**config.mk**
```make
export PLATFORM = sky130hd
export DESIGN_NAME = cmc_mailbox_ctrl
export DESIGN_NICKNAME = d
export VERILOG_FILES = /design/src/cmc_pkg.sv /design/src/cmc_mailbox_ctrl.sv
export VERILOG_INCLUDE_DIRS = /design/src
export SDC_FILE = /design/constraint.sdc
export NUM_CORES = 2
export LEC_CHECK = 0
export BUFFER_PORTS_ARGS = -buffer_cell sky130_fd_sc_hd__buf_4
export CORE_MARGIN = 2
export CORE_UTILIZATION = 44
export DETAILED_ROUTE_END_ITERATION = 8
export PLACE_DENSITY = 0.61
export SLEW_MARGIN = 20
export SYNTH_ARGS = -nofsm -noshare
export SYNTH_HDL_FRONTEND = slang
export SYNTH_SLANG_ARGS = --single-unit
```
**constraint.sdc**
```tcl
create_clock -name sys_clk -period 24.8 [get_ports sys_clk]
set_clock_uncertainty 0.2 [all_clocks]
set_input_delay 1.24 -clock sys_clk [delete_from_list [all_inputs] [get_ports sys_clk]]
set_output_delay 1.24 -clock sys_clk [all_outputs]
set_load 0.03 [all_outputs]
```
**src/cmc_map.svh**
```systemverilog
// Register map, field positions and reset values of the mailbox control block
`ifndef CMC_MAP_SVH
`define CMC_MAP_SVH
`define CMC_SLOTS        16
`define CMC_IDX_MOD0     12'h200
`define CMC_IDX_MOD1     12'h220
`define CMC_IDX_CTL      12'h240
`define CMC_B_STAT0      0
`define CMC_B_STAT1      1
`define CMC_B_LOST       2
`define CMC_B_REMPH      3
`define CMC_B_LOCK       4
`define CMC_B_REMOTE     5
`define CMC_B_RXSEL      6
`define CMC_B_TXSEL      7
`define CMC_CTL_LOOP0    0
`define CMC_CTL_DUAL0    1
`define CMC_CTL_LOOP1    2
`define CMC_CTL_DUAL1    3
`define CMC_RESP_OKAY    2'h0
`define CMC_RESP_SLVERR  2'h2
`define CMC_RST_BYTE     8'h00
`endif

```
**src/cmc_pkg.sv**
```systemverilog
// Types of the mailbox control block
`include "cmc_map.svh"
package cmc_pkg;
    typedef logic [4:0] cmc_id_t;
    typedef enum logic {CMC_IDLE, CMC_WRITE} cmc_fsm_e;
    typedef struct packed {
        logic tx, rx, rem, lock;
        logic s3, s2, s1, s0;
        logic armed;
    } cmc_slot_s;
    typedef struct packed {
        cmc_slot_s [31:0] slot;
        logic [1:0]  alt;
        logic [3:0]  ctl;
        cmc_fsm_e    fsm;
        cmc_id_t     wr_slot;
        logic        wr_remote;
        logic        tx_busy;
        logic        aw_have, w_have;
        logic [31:0] aw_addr, w_data;
        logic [3:0]  w_strb;
        logic        bvalid, rvalid;
        logic [1:0]  bresp, rresp;
        logic [31:0] rdata;
        logic        txr_valid, txr_remote;
        cmc_id_t     txr_slot;
    } cmc_state_s;
endpackage

```
**src/cmc_mailbox_ctrl.sv**
```systemverilog
// Message slot control for two modules of sixteen CAN mailboxes, AXI4-Lite slave
//
// Contract
// - Storing a new message into a receive slot sets its fresh flag.
// - Error-free transmission of a transmit slot sets its done flag.
// - Update-pending flag is high while slot content is being written.
// - In-progress flag is high only while the frame is really sent.
// - Overwriting an unread message in a receive slot sets the overrun flag.
// - Remote-phase flag marks active remote step; dual slots mark stored remote frames.
// - Auto-reply block set stops the automatic answer to a remote frame.
// - CPU writes may only clear the status flags; writing one keeps them.
// - Both selects zero means inactive; only then a new mode is accepted.
// - Mode rx-only without remote receives data frames.
// - Mode tx-only without remote transmits data frames.
// - Remote request mode sends remote frame, then becomes data receiver.
// - Matching data frame before the request is sent makes it receiver at once.
// - Remote receive mode takes a remote frame, then becomes data transmitter.
// - A frame is stored once, in the lowest matching slot.
// - Own transmitted frames are not stored in normal operation.
// - In loop-back mode own frames are stored in a matching receive slot.
// - After an abort, done flag tells whether the frame still went out.
// - Dual-slot mode stores frames alternately in the two top slots.
//
// Our own choice: the AXI4-Lite slave port.
`timescale 1ns/1ps
`default_nettype none
`include "cmc_map.svh"
module cmc_mailbox_ctrl #(
    parameter int SLOTS = `CMC_SLOTS
) (
    input  wire logic           sys_clk,
    input  wire logic           rst,
    input  wire logic [31:0]    s_axi_awaddr,
    input  wire logic           s_axi_awvalid,
    output var  logic           s_axi_awready,
    input  wire logic [31:0]    s_axi_wdata,
    input  wire logic [3:0]     s_axi_wstrb,
    input  wire logic           s_axi_wvalid,
    output var  logic           s_axi_wready,
    output var  logic [1:0]     s_axi_bresp,
    output var  logic           s_axi_bvalid,
    input  wire logic           s_axi_bready,
    input  wire logic [31:0]    s_axi_araddr,
    input  wire logic           s_axi_arvalid,
    output var  logic           s_axi_arready,
    output var  logic [31:0]    s_axi_rdata,
    output var  logic [1:0]     s_axi_rresp,
    output var  logic           s_axi_rvalid,
    input  wire logic           s_axi_rready,
    output var  logic           tx_req_valid,
    output var  cmc_pkg::cmc_id_t tx_req_slot,
    output var  logic           tx_req_remote,
    input  wire logic           eng_tx_start,
    input  wire logic           eng_tx_end,
    input  wire logic           eng_tx_ok,
    input  wire logic           eng_rx_valid,
    input  wire logic           eng_rx_mod,
    input  wire logic [15:0]    eng_rx_match,
    input  wire logic           eng_rx_remote,
    input  wire logic           eng_rx_own,
    output var  logic           eng_rx_ready,
    output var  logic           rx_wr_valid,
    output var  cmc_pkg::cmc_id_t rx_wr_slot,
    input  wire logic           eng_wr_done
);
    import cmc_pkg::*;

    // The slot id carries the module in bit 4, so one module is capped at 16 slots
    initial begin
        if (SLOTS < 2 || SLOTS > `CMC_SLOTS) begin
            $error("SLOTS must lie between 2 and 16");
        end
    end

    cmc_state_s q, d;

    // Lowest set bit: {found, index}
    function automatic logic [4:0] cmc_first(input logic [15:0] v);
        logic [4:0] r;
        r = 5'h00;
        for (int k = 15; k >= 0; k--) begin
            if (v[k]) begin
                r = {1'b1, 4'(k)};
            end
        end
        return r;
    endfunction

    // Address decode: {hit, is_ctl, module, slot}
    function automatic logic [6:0] cmc_dec(input logic [31:0] a);
        logic [11:0] idx;
        logic [6:0]  r;
        idx = a[13:2];
        r = 7'h00;
        if (a[31:14] == 18'h00000) begin
            if (idx == `CMC_IDX_CTL) begin
                r = 7'h60;
            end else if (idx >= `CMC_IDX_MOD0 && idx < `CMC_IDX_MOD0 + 12'(SLOTS)) begin
                r = {3'b100, idx[3:0]};
            end else if (idx >= `CMC_IDX_MOD1 && idx < `CMC_IDX_MOD1 + 12'(SLOTS)) begin
                r = {3'b101, idx[3:0]};
            end
        end
        return r;
    endfunction

    // Next-state logic: bus first, engine events afterwards so a set wins over a clear
    always_comb begin
        logic [6:0]  dec;
        logic [7:0]  wb;
        logic [15:0] elig;
        logic [15:0] armv;
        logic [4:0]  pick;
        logic [4:0]  txp;
        logic        dual, loopb, was_cfg;
        cmc_id_t     sid;
        dec = 7'h00;
        wb = 8'h00;
        elig = 16'h0000;
        armv = 16'h0000;
        pick = 5'h00;
        txp = 5'h00;
        dual = 1'b0;
        loopb = 1'b0;
        was_cfg = 1'b0;
        sid = 5'h00;
        d = q;

        // Write address and data are taken in either order
        if (s_axi_awvalid && s_axi_awready) begin
            d.aw_have = 1'b1;
            d.aw_addr = s_axi_awaddr;
        end
        if (s_axi_wvalid && s_axi_wready) begin
            d.w_have = 1'b1;
            d.w_data = s_axi_wdata;
            d.w_strb = s_axi_wstrb;
        end
        if (q.bvalid && s_axi_bready) begin
            d.bvalid = 1'b0;
        end
        if (q.aw_have && q.w_have && !q.bvalid) begin
            dec = cmc_dec(q.aw_addr);
            wb = q.w_data[7:0];
            d.aw_have = 1'b0;
            d.w_have = 1'b0;
            d.bvalid = 1'b1;
            d.bresp = dec[6] ? `CMC_RESP_OKAY : `CMC_RESP_SLVERR;
            if (dec[6] && q.w_strb[0]) begin
                if (dec[5]) begin
                    d.ctl = wb[3:0];
                end else begin
                    sid = dec[4:0];
                    was_cfg = !q.slot[sid].tx && !q.slot[sid].rx;
                    d.slot[sid].s0 = q.slot[sid].s0 & wb[`CMC_B_STAT0];
                    d.slot[sid].s2 = q.slot[sid].s2 & wb[`CMC_B_LOST];
                    d.slot[sid].s3 = q.slot[sid].s3 & wb[`CMC_B_REMPH];
                    // in-progress is engine owned in transmit mode
                    if (!q.slot[sid].tx) begin
                        d.slot[sid].s1 = q.slot[sid].s1 & wb[`CMC_B_STAT1];
                    end
                    d.slot[sid].lock = wb[`CMC_B_LOCK];
                    // mode only changes from or into configuration
                    if (was_cfg || !(wb[`CMC_B_TXSEL] | wb[`CMC_B_RXSEL])) begin
                        d.slot[sid].tx = wb[`CMC_B_TXSEL];
                        d.slot[sid].rx = wb[`CMC_B_RXSEL];
                        d.slot[sid].rem = wb[`CMC_B_REMOTE];
                        // clearing both selects withdraws a pending request
                        d.slot[sid].armed = wb[`CMC_B_TXSEL];
                        if (wb[`CMC_B_REMOTE] && (wb[`CMC_B_TXSEL] ^ wb[`CMC_B_RXSEL])) begin
                            d.slot[sid].s3 = 1'b1;
                        end
                    end
                end
            end
        end

        // Read channel: one read under way, answered one cycle after it is taken
        if (q.rvalid && s_axi_rready) begin
            d.rvalid = 1'b0;
        end
        if (s_axi_arvalid && s_axi_arready) begin
            dec = cmc_dec(s_axi_araddr);
            d.rvalid = 1'b1;
            d.rresp = dec[6] ? `CMC_RESP_OKAY : `CMC_RESP_SLVERR;
            d.rdata = 32'h00000000;
            if (dec[6] && dec[5]) begin
                d.rdata[3:0] = q.ctl;
            end else if (dec[6]) begin
                // Slot fields tx down to s0 sit in byte order above the armed bit
                d.rdata[7:0] = q.slot[dec[4:0]][8:1];
            end
        end

        // in progress only from the engine's start to its end
        if (eng_tx_start && q.txr_valid) begin
            d.slot[q.txr_slot].s1 = 1'b1;
            d.tx_busy = 1'b1;
        end
        if (eng_tx_end && q.tx_busy) begin
            d.tx_busy = 1'b0;
            d.slot[q.txr_slot].s1 = 1'b0;
            if (eng_tx_ok) begin
                // done set even when the slot was aborted meanwhile
                d.slot[q.txr_slot].s0 = 1'b1;
                d.slot[q.txr_slot].armed = 1'b0;
                // remote request sent, slot turns into a data receiver
                if (q.slot[q.txr_slot].tx && q.slot[q.txr_slot].rem) begin
                    d.slot[q.txr_slot].tx = 1'b0;
                    d.slot[q.txr_slot].rx = 1'b1;
                    d.slot[q.txr_slot].rem = 1'b0;
                    d.slot[q.txr_slot].s3 = 1'b0;
                end
            end
        end

        // Receive slot choice for the frame just offered
        dual = eng_rx_mod ? q.ctl[`CMC_CTL_DUAL1] : q.ctl[`CMC_CTL_DUAL0];
        loopb = eng_rx_mod ? q.ctl[`CMC_CTL_LOOP1] : q.ctl[`CMC_CTL_LOOP0];
        for (int k = 0; k < SLOTS; k++) begin
            cmc_slot_s s;
            s = q.slot[{eng_rx_mod, 4'(k)}];
            if (dual && k >= SLOTS - 2) begin
                // dual slots take both frame kinds
                elig[k] = s.rx && !s.tx;
            end else if (eng_rx_remote) begin
                // only remote receive slots take remote frames
                elig[k] = !s.tx && s.rx && s.rem;
            end else begin
                // data receivers and still unsent remote requests
                elig[k] = (!s.tx && s.rx && !s.rem) || (s.tx && !s.rx && s.rem && !s.s1);
            end
        end
        elig = elig & eng_rx_match;
        if (dual) begin
            elig[SLOTS-1] = 1'b0;
            // alternate between the two top slots
            elig[SLOTS-2] = q.alt[eng_rx_mod] ? 1'b0 : elig[SLOTS-2];
            if (q.alt[eng_rx_mod] && (eng_rx_match[SLOTS-1] & q.slot[{eng_rx_mod, 4'(SLOTS-1)}].rx)
                    && (elig[SLOTS-3:0] == '0)) begin
                elig[SLOTS-1] = 1'b1;
            end
        end
        // lowest slot wins, stored only once
        pick = cmc_first(elig);
        sid = {eng_rx_mod, pick[3:0]};

        // own frames only reach a slot in loop-back
        if (q.fsm == CMC_IDLE && eng_rx_valid && pick[4] && (!eng_rx_own || loopb)) begin
            d.fsm = CMC_WRITE;
            d.wr_slot = sid;
            d.wr_remote = eng_rx_remote;
            d.slot[sid].s1 = 1'b1;
            if (dual && pick[3:0] >= 4'(SLOTS - 2)) begin
                d.alt[eng_rx_mod] = ~q.alt[eng_rx_mod];
            end
            // data frame seen first: drop the request, become receiver
            if (q.slot[sid].tx) begin
                d.slot[sid].tx = 1'b0;
                d.slot[sid].rx = 1'b1;
                d.slot[sid].rem = 1'b0;
                d.slot[sid].s3 = 1'b0;
                d.slot[sid].armed = 1'b0;
            end
        end
        if (q.fsm == CMC_WRITE && eng_wr_done) begin
            d.fsm = CMC_IDLE;
            d.slot[q.wr_slot].s1 = 1'b0;
            if (q.slot[q.wr_slot].s0) begin
                d.slot[q.wr_slot].s2 = 1'b1;
            end
            d.slot[q.wr_slot].s0 = 1'b1;
            dual = q.wr_slot[4] ? q.ctl[`CMC_CTL_DUAL1] : q.ctl[`CMC_CTL_DUAL0];
            if (dual && q.wr_slot[3:0] >= 4'(SLOTS - 2)) begin
                // frame kind of the last stored frame
                d.slot[q.wr_slot].s3 = q.wr_remote;
            end else if (q.slot[q.wr_slot].rem && q.slot[q.wr_slot].rx) begin
                // remote frame taken, become data transmitter
                d.slot[q.wr_slot].tx = 1'b1;
                d.slot[q.wr_slot].rx = 1'b0;
                d.slot[q.wr_slot].rem = 1'b0;
                d.slot[q.wr_slot].s3 = 1'b0;
                d.slot[q.wr_slot].s0 = 1'b0;
                d.slot[q.wr_slot].armed = 1'b1;
            end
        end

        // Transmit offer: lowest armed slot, module 0 before module 1
        for (int m = 1; m >= 0; m--) begin
            for (int k = 0; k < SLOTS; k++) begin
                cmc_slot_s s;
                s = d.slot[{m[0], 4'(k)}];
                armv[k] = s.armed && s.tx && !s.rx && !s.lock;
            end
            txp = cmc_first(armv);
            if (txp[4] && !d.tx_busy) begin
                d.txr_slot = {m[0], txp[3:0]};
                d.txr_remote = d.slot[{m[0], txp[3:0]}].rem;
            end
        end
        if (!d.tx_busy) begin
            d.txr_valid = 1'b0;
            for (int m = 0; m < 2; m++) begin
                for (int k = 0; k < SLOTS; k++) begin
                    if (d.slot[{m[0], 4'(k)}].armed && d.slot[{m[0], 4'(k)}].tx
                            && !d.slot[{m[0], 4'(k)}].rx && !d.slot[{m[0], 4'(k)}].lock) begin
                        d.txr_valid = 1'b1;
                    end
                end
            end
        end else begin
            d.txr_valid = 1'b0;
        end
    end

    // All state in one register; reset gives every slot configuration mode
    always_ff @(posedge sys_clk or posedge rst) begin
        if (rst) begin
            q <= '0;
        end else begin
            q <= d;
        end
    end

    // Outputs straight from the state register; readies are decoded from state bits only
    always_comb begin
        s_axi_awready = !q.aw_have && !q.bvalid;
        s_axi_wready = !q.w_have && !q.bvalid;
        s_axi_bvalid = q.bvalid;
        s_axi_bresp = q.bresp;
        s_axi_arready = !q.rvalid;
        s_axi_rvalid = q.rvalid;
        s_axi_rdata = q.rdata;
        s_axi_rresp = q.rresp;
        tx_req_valid = q.txr_valid;
        tx_req_slot = q.txr_slot;
        tx_req_remote = q.txr_remote;
        eng_rx_ready = q.fsm == CMC_IDLE;
        rx_wr_valid = q.fsm == CMC_WRITE;
        rx_wr_slot = q.wr_slot;
    end
endmodule
`default_nettype wire

```
# [Word level (Yosys, flattened, before mapping)]
# Index checks and enable logic that the tools add are counted.
[totals] register_bits=366 in_bits=131 out_inout_bits=55
[op_classes] n_lt_le_gt_ge=39 n_eq_ne=2 mux=299 n_bitwise=10 n_reduce_logical=394
[ops] cell="$bwmux 288" count=34
[ops] cell="$mux 288" count=19
[ops] cell="$demux 9 s5" count=30
[ops] cell="$mux 9" count=40
[ops] cell="$mux 290" count=1
[ops] cell="$mux 5" count=52
[ops] cell="$logic_and 1x1->1" count=228
[ops] cell="$bmux 9 s5" count=5
[ops] cell="$logic_not 1->1" count=137
[ops] cell="$lt 5x6->1 const B" count=22
[ops] cell="$mux 7" count=17
[ops] cell="$bmux 9 s4" count=2
[ops] cell="$mux 1" count=72
[ops] cell="$ge 12x10->1 const B" count=4
[ops] cell="$lt 12x10->1 const B" count=4
[ops] cell="$mux 8" count=6
[ops] cell="$logic_not 18->1" count=2
[ops] cell="$eq 12x10->1 const B" count=2
[ops] cell="$ge 5x1->1 const B" count=4
[ops] cell="$logic_or 1x1->1" count=18
[ops] cell="$mux 6" count=3
[ops] cell="$and 16x16->16" count=1
[ops] cell="$mux 2" count=8
[ops] cell="$mux 4" count=4
[ops] cell="15 further kinds" count=29

# [Logic depth before layout (Yosys ltp)]
[depth] word_depth=100 mapped_depth=24

# [Worst setup path after synthesis]
# OpenSTA, ideal clock, no wires.
[synth_path] path_kind="input to register" from="input port eng_rx_mod" to="register q (netlist bit tx_req_remote)" setup_time_ns=0.126 arrival_ns=5.758 slack_ns=18.716 cell_stages=21 path_buffers=4 path_cell_list="buf_6 > buf_6 > nand4b_1 > o22ai_1 > a311oi_1 > or3b_4 > or3_4 > or2_1 > a311o_1 > buf_2 > nor2_1 > buf_4 > o2111ai_1 > o2bb2ai_1 > a2111oi_2 > inv_2 > o21ai_4 > mux2_1 > o21ai_0 > a211oi_1 > o32a_1"
[synth_between] elab_chain_cells=77 elab_cells_between_ends=496 cone_classes="2 x order compare; 146 x mux; 2 x bitwise; 346 x reduce/logical"
[synth_rtl] element="start: declaration" line_no="cmc_mailbox_ctrl.sv:57" rtl="input wire logic eng_rx_mod,"
[synth_rtl] element="$mux 9 (not written as such) (2 in a row)" line_no="cmc_mailbox_ctrl.sv:222" rtl="s = q.slot[{eng_rx_mod, 4'(k)}];"
[synth_rtl] element="$logic_not 1->1" line_no="cmc_mailbox_ctrl.sv:231" rtl="elig[k] = (!s.tx && s.rx && !s.rem) || (s.tx && !s.rx && s.rem && !s.s1);"
[synth_rtl] element="$logic_and 1x1->1 (3 in a row)" line_no="cmc_mailbox_ctrl.sv:231"
[synth_rtl] element="$logic_or 1x1->1" line_no="cmc_mailbox_ctrl.sv:231"
[synth_rtl] element="$mux 1" line_no="cmc_mailbox_ctrl.sv:226" rtl="end else if (eng_rx_remote) begin"
[synth_rtl] element="$and 16x16->16" line_no="cmc_mailbox_ctrl.sv:234" rtl="elig = elig & eng_rx_match;"
[synth_rtl] element="$logic_not 14->1" line_no="cmc_mailbox_ctrl.sv:240" rtl="&& (elig[SLOTS-3:0] == '0)) begin"
[synth_rtl] element="$logic_and 1x1->1" line_no="cmc_mailbox_ctrl.sv:240"
[synth_rtl] element="[... 40 more ...]"
[synth_rtl] element="$mux 288" line_no="cmc_mailbox_ctrl.sv:277" rtl="end else if (q.slot[q.wr_slot].rem && q.slot[q.wr_slot].rx) begin"
[synth_rtl] element="$mux 288" line_no="cmc_mailbox_ctrl.sv:274" rtl="if (dual && q.wr_slot[3:0] >= 4'(SLOTS - 2)) begin"
[synth_rtl] element="$mux 288 (*)" line_no="cmc_mailbox_ctrl.sv:266" rtl="if (q.fsm == CMC_WRITE && eng_wr_done) begin"
[synth_rtl] element="$logic_and 1x1->1 (3 in a row)" line_no="cmc_mailbox_ctrl.sv:293" rtl="armv[k] = s.armed && s.tx && !s.rx && !s.lock;"
[synth_rtl] element="$mux 5 (16 in a row)" line_no="cmc_mailbox_ctrl.sv:82" rtl="if (v[k]) begin"
[synth_rtl] element="$bmux 9 s4" line_no="cmc_mailbox_ctrl.sv:298" rtl="d.txr_remote = d.slot[{m[0], txp[3:0]}].rem;"
[synth_rtl] element="$mux 7 (not written as such)" line_no="cmc_mailbox_ctrl.sv:298"
[synth_rtl] element="$mux 6 (2 in a row)" line_no="cmc_mailbox_ctrl.sv:296" rtl="if (txp[4] && !d.tx_busy) begin"
[synth_rtl] element="end signal: assignment" line_no="cmc_mailbox_ctrl.sv:319" rtl="q <= '0;"
[synth_rtl] element="end signal: assignment" line_no="cmc_mailbox_ctrl.sv:321" rtl="q <= d;"
[synth_rtl] element="end: declaration" line_no="cmc_mailbox_ctrl.sv:75" rtl="cmc_state_s q, d;"
# Every way passes the cells marked *; elsewhere a longest branch is shown, timed or not. The select of a mux whose other input is x is not followed.
# A chain may end at the register's enable or synchronous reset.

# [Worst setup path in the final report]
# Ends and elaborated chain as after synthesis.

==> metrics.md <==
| Metric | Value |
|---|---|
| Status | finished clean |
| Synth Area in Simple Gates | 22.6% |
| Gp weighted congestion | 1.12 |
| Layout cells sized above 1 | 17.9% |
| Yosys warning count | 0 |
| Synthesized area | 27600 sq um |
| Min Hold Slack | 0.275 ns |
| Max stage delay on crit path | 0.91 ns |
| First-pass GRT wire length | 232000 um |
| Hold Path Class | reg -> reg |
| #FFs+latches synth | 362 |
| Vias | 31500 |
| Final HPWL DP | 124000 um |
| Crit path launch type | input port |
| Fillcell total | 5851 |
| Max clock buf depth | 3 |
| Synth Area in Adders | 0.0453% |
| Commonest non-fill, non-tap cell in the layout | nand2_1 |
| Multi-input logic area | 17300 sq um |
| Post-synth top flop | dfrtp_1 |
| Chip Height | 254 um |
| Register area | 9070 sq um |
| Setup TNS | 0 ns |
| Worst-Skew Late Latency | 0.64 ns |
| Synth Area in Compound Gates | 22.5% |
| Row cnt | 91 |
| Syn Inst Count | 3201 |
| Critical setup path kind | in -> reg |
| Most frequent cells in the layout | nand2_1 (455), dfrtp_1 (358), nor2_1 (307) |
| CTS sink count | 362 |
| Maximum vdd drop | 0.0818 mV |
| Seq/Total Area, Yosys | 32.8% |
| Mean Syn Cell Area | 8.62 sq um |
| RSZ-0062 raised after global routing | no |
| Area Overhead vs Synth | 12.5% |
| Final wirelength | 170000 um |
| FF-to-FF path depth | 19 |
| Slew Viols, Final | 0 |
| Post-CTS Setup Bufs | 0 |
| Cell count along the critical path | 21 |
| Static Leak | 12.4 nW |
| I/O pin total | 186 |
| MaxCap Viol Count | 0 |
| Largest family of logic cells by synthesized area | simple AND/OR/NAND/NOR gates |
| PostCTS Resize Cnt | 0 |
| CP top delay family | simple AND/OR/NAND/NOR gates |
| Starting density of the core | 44.7% |
| Unique masters post-synth | 108 |
| All-Layer GR Usage | 51.8% |
| Pre-antenna DRT Iters | 8 |
| Vias/cell | 7.60 |
| Post-synth EDFFs | 0 |
| Cts hold-fix bufs | 0 |
| Max-slew headroom | 7.23% |
| Xor and xnor area share after synthesis | 0.0952% |
| Die area | 64800 sq um |
| Highest Clock Rate | 0.0996 GHz |
| CP max-delay cell | nor2_2 |
| Port buffer count | 128 |
| CP cell instances | buf_4 -> buf_4 -> mux2i_1 -> a2111oi_0 -> a311oi_2 -> nand4_2 -> nand3b_4 -> or2_1 -> a311o_1 -> nor2_2 -> buf_4 -> nand2_1 -> nor2_1 -> a2bb2oi_1 -> nand4_1 -> nor4_4 -> mux2i_1 -> mux2i_1 -> o211ai_1 -> o211ai_1 -> o32a_1 |
| TritonCTS clock tree | yes |
| Crit end category | register |
| Crit path DAT | 10.34 ns |
| Layout net count | 3400 |
| Setup-failing EPs final | 0 |
| Root Driver | clkbuf_16 |
| CP Buf/Inv Count | 3 |
| Number of remaining DRC errors | 0 |
| Average wire per standard cell | 40.9 um |
| Antenna violations before repair | 14 |
| Util after Layout | 50.2% |
| Placement Cell Area | 29400 sq um |
| Final Hold Viols | 0 |
| ANT nets after route | 0 |
| Core ar. | 61800 sq um |
| Asr flop ratio synth | 100% |
| Number of global-route vias before repair | 29400 |
| Final non-filler cell total | 4148 |
| Worst setup margin | 14.76 ns |
| PwrDens | 134 nW/um^2 |
| Num CTS Buffers | 46 |
| Hold depth | 1 |
| Largest net degree at the start of global routing | 108 |
| H-tree levels | 2 |
| Post-synthesis mux area share | 16.8% |
| Final Instance Area | 31100 sq um |
| Actual slew at the worst max-slew pin | 1.39 ns |
| Grt ovf | 0 |
| Die span in x | 254 um |
| Required @ worst endpoint | 25.10 ns |
| Initial DRC count | 5560 |
| Clock transition at path regs | 0.06 ns |
| Max FO, Critical Path | 60 |
| Pre-CTS setup slack | 14.73 ns |
| Placed Instances | 4056 |
| Final min period | 10.04 ns |
| Fraction of the cycle the final worst path needs | 40.5% |
| Tot Pwr | 4.16 mW |
## worst reg2reg max path: stages, from the launching register on
cell and delay, ns:
dfrtp_1 0.78, nand3b_1 0.22, a2111oi_0 0.13, a311oi_2 0.58, nand4_2 0.54, nand3b_4 0.44
or2_1 0.32, a311o_1 0.68, nor2_2 0.92, buf_4 0.39, nand2_1 0.18, nor2_1 0.21
a2bb2oi_1 0.87, nand4_1 0.27, nor4_4 0.66, mux2i_1 0.27, mux2i_1 0.11, o211ai_1 0.52
o211ai_1 0.19, o32a_1 0.18
## cells in the mapped netlist (all sizes together), types with 37 or more instances
cell | n | share of area (%)
nor3 | 89 | 1.7
o211ai | 37 | 1.1
mux2 | 81 | 3.3
o21ai | 209 | 3.8
nand2 | 457 | 6.2
a211oi | 50 | 1.4
clkbuf | 151 | 2.1
a22oi | 87 | 2.4
dfrtp | 362 | 33
mux2i | 138 | 5.0
o22ai | 93 | 2.1
buf | 87 | 2.2
nand3 | 88 | 1.6
nor2 | 313 | 4.3
inv | 63 | 0.86
a21oi | 174 | 3.2
mux4 | 104 | 8.5
## cell families (layout without fill, tap and decap cells)
| kind of cell | Yosys count | count (layout) |
|---|---|---|
| and+or+nand+nor | 1285 | 1285 |
| AOI/OAI and AO/OA | 921 | 921 |
| DFF | 362 | 362 |
| muxes | 323 | 323 |
| buffers and inverters | 305 | 383 |
| xor gates and xnor gates | 3 | 3 |
| adders and majority gates | 1 | 1 |
| other | 1 | 33 |
## layout make-up
class	count	share of cell area, %
flip-flops and latches	362	29.2
well taps	837	3.37
inverters	67	0.838
diodes	7	0.0564
clock buffers	69	4.34
repair buffers	232	5.65
multi-input cells	2559	55.8
clock inverters	15	0.737
## power by group
| group | switching (mW) | internal, mW | leakage (nW) | total [mW] |
|---|---|---|---|---|
| clock network | 0.296 | 0.436 | 0.780 | 0.732 |
| logic | 1.62 | 0.678 | 7.54 | 2.30 |
| registers | 0.386 | 0.745 | 4.04 | 1.13 |
| total | 2.30 | 1.86 | 12.4 | 4.16 |
## worst paths after layout
path,from,to,slack (ns)
setup / recovery,eng_rx_mod,tx_req_remote,14.76
hold / removal,register,register,0.27
setup reg to reg,q[299],tx_req_remote,16.02
hold reg to reg,register,register,0.27
max in group asynchronous,rst,q[237],21.91
min in group asynchronous,rst,s_axi_rdata[1],0.52
## flip-flops by register name, indices dropped and copies added, names as in the netlist, named ones only
register       count
tx_req_valid       1
tx_req_remote      1
q                335
s_axi_bvalid       1
s_axi_rvalid       1
rx_wr_valid        1
s_axi_bresp        1
rx_wr_slot         5
tx_req_slot        5
s_axi_rresp        1
s_axi_rdata        8
## layer usage
| metal | track usage (%) | wire (um) | vias up |
|---|---|---|---|
| met2 | 71.4 | 66600 | 3116 |
| met3 | 23.3 | 26800 | 911 |
| met1 | 62.1 | 58300 | 15300 |
| li1 | - | - | 12200 |
| met4 | 41.8 | 18100 | 6 |
| met5 | 0.677 | 37 | - |
Note: power is estimated with default switching activity, not from simulation.
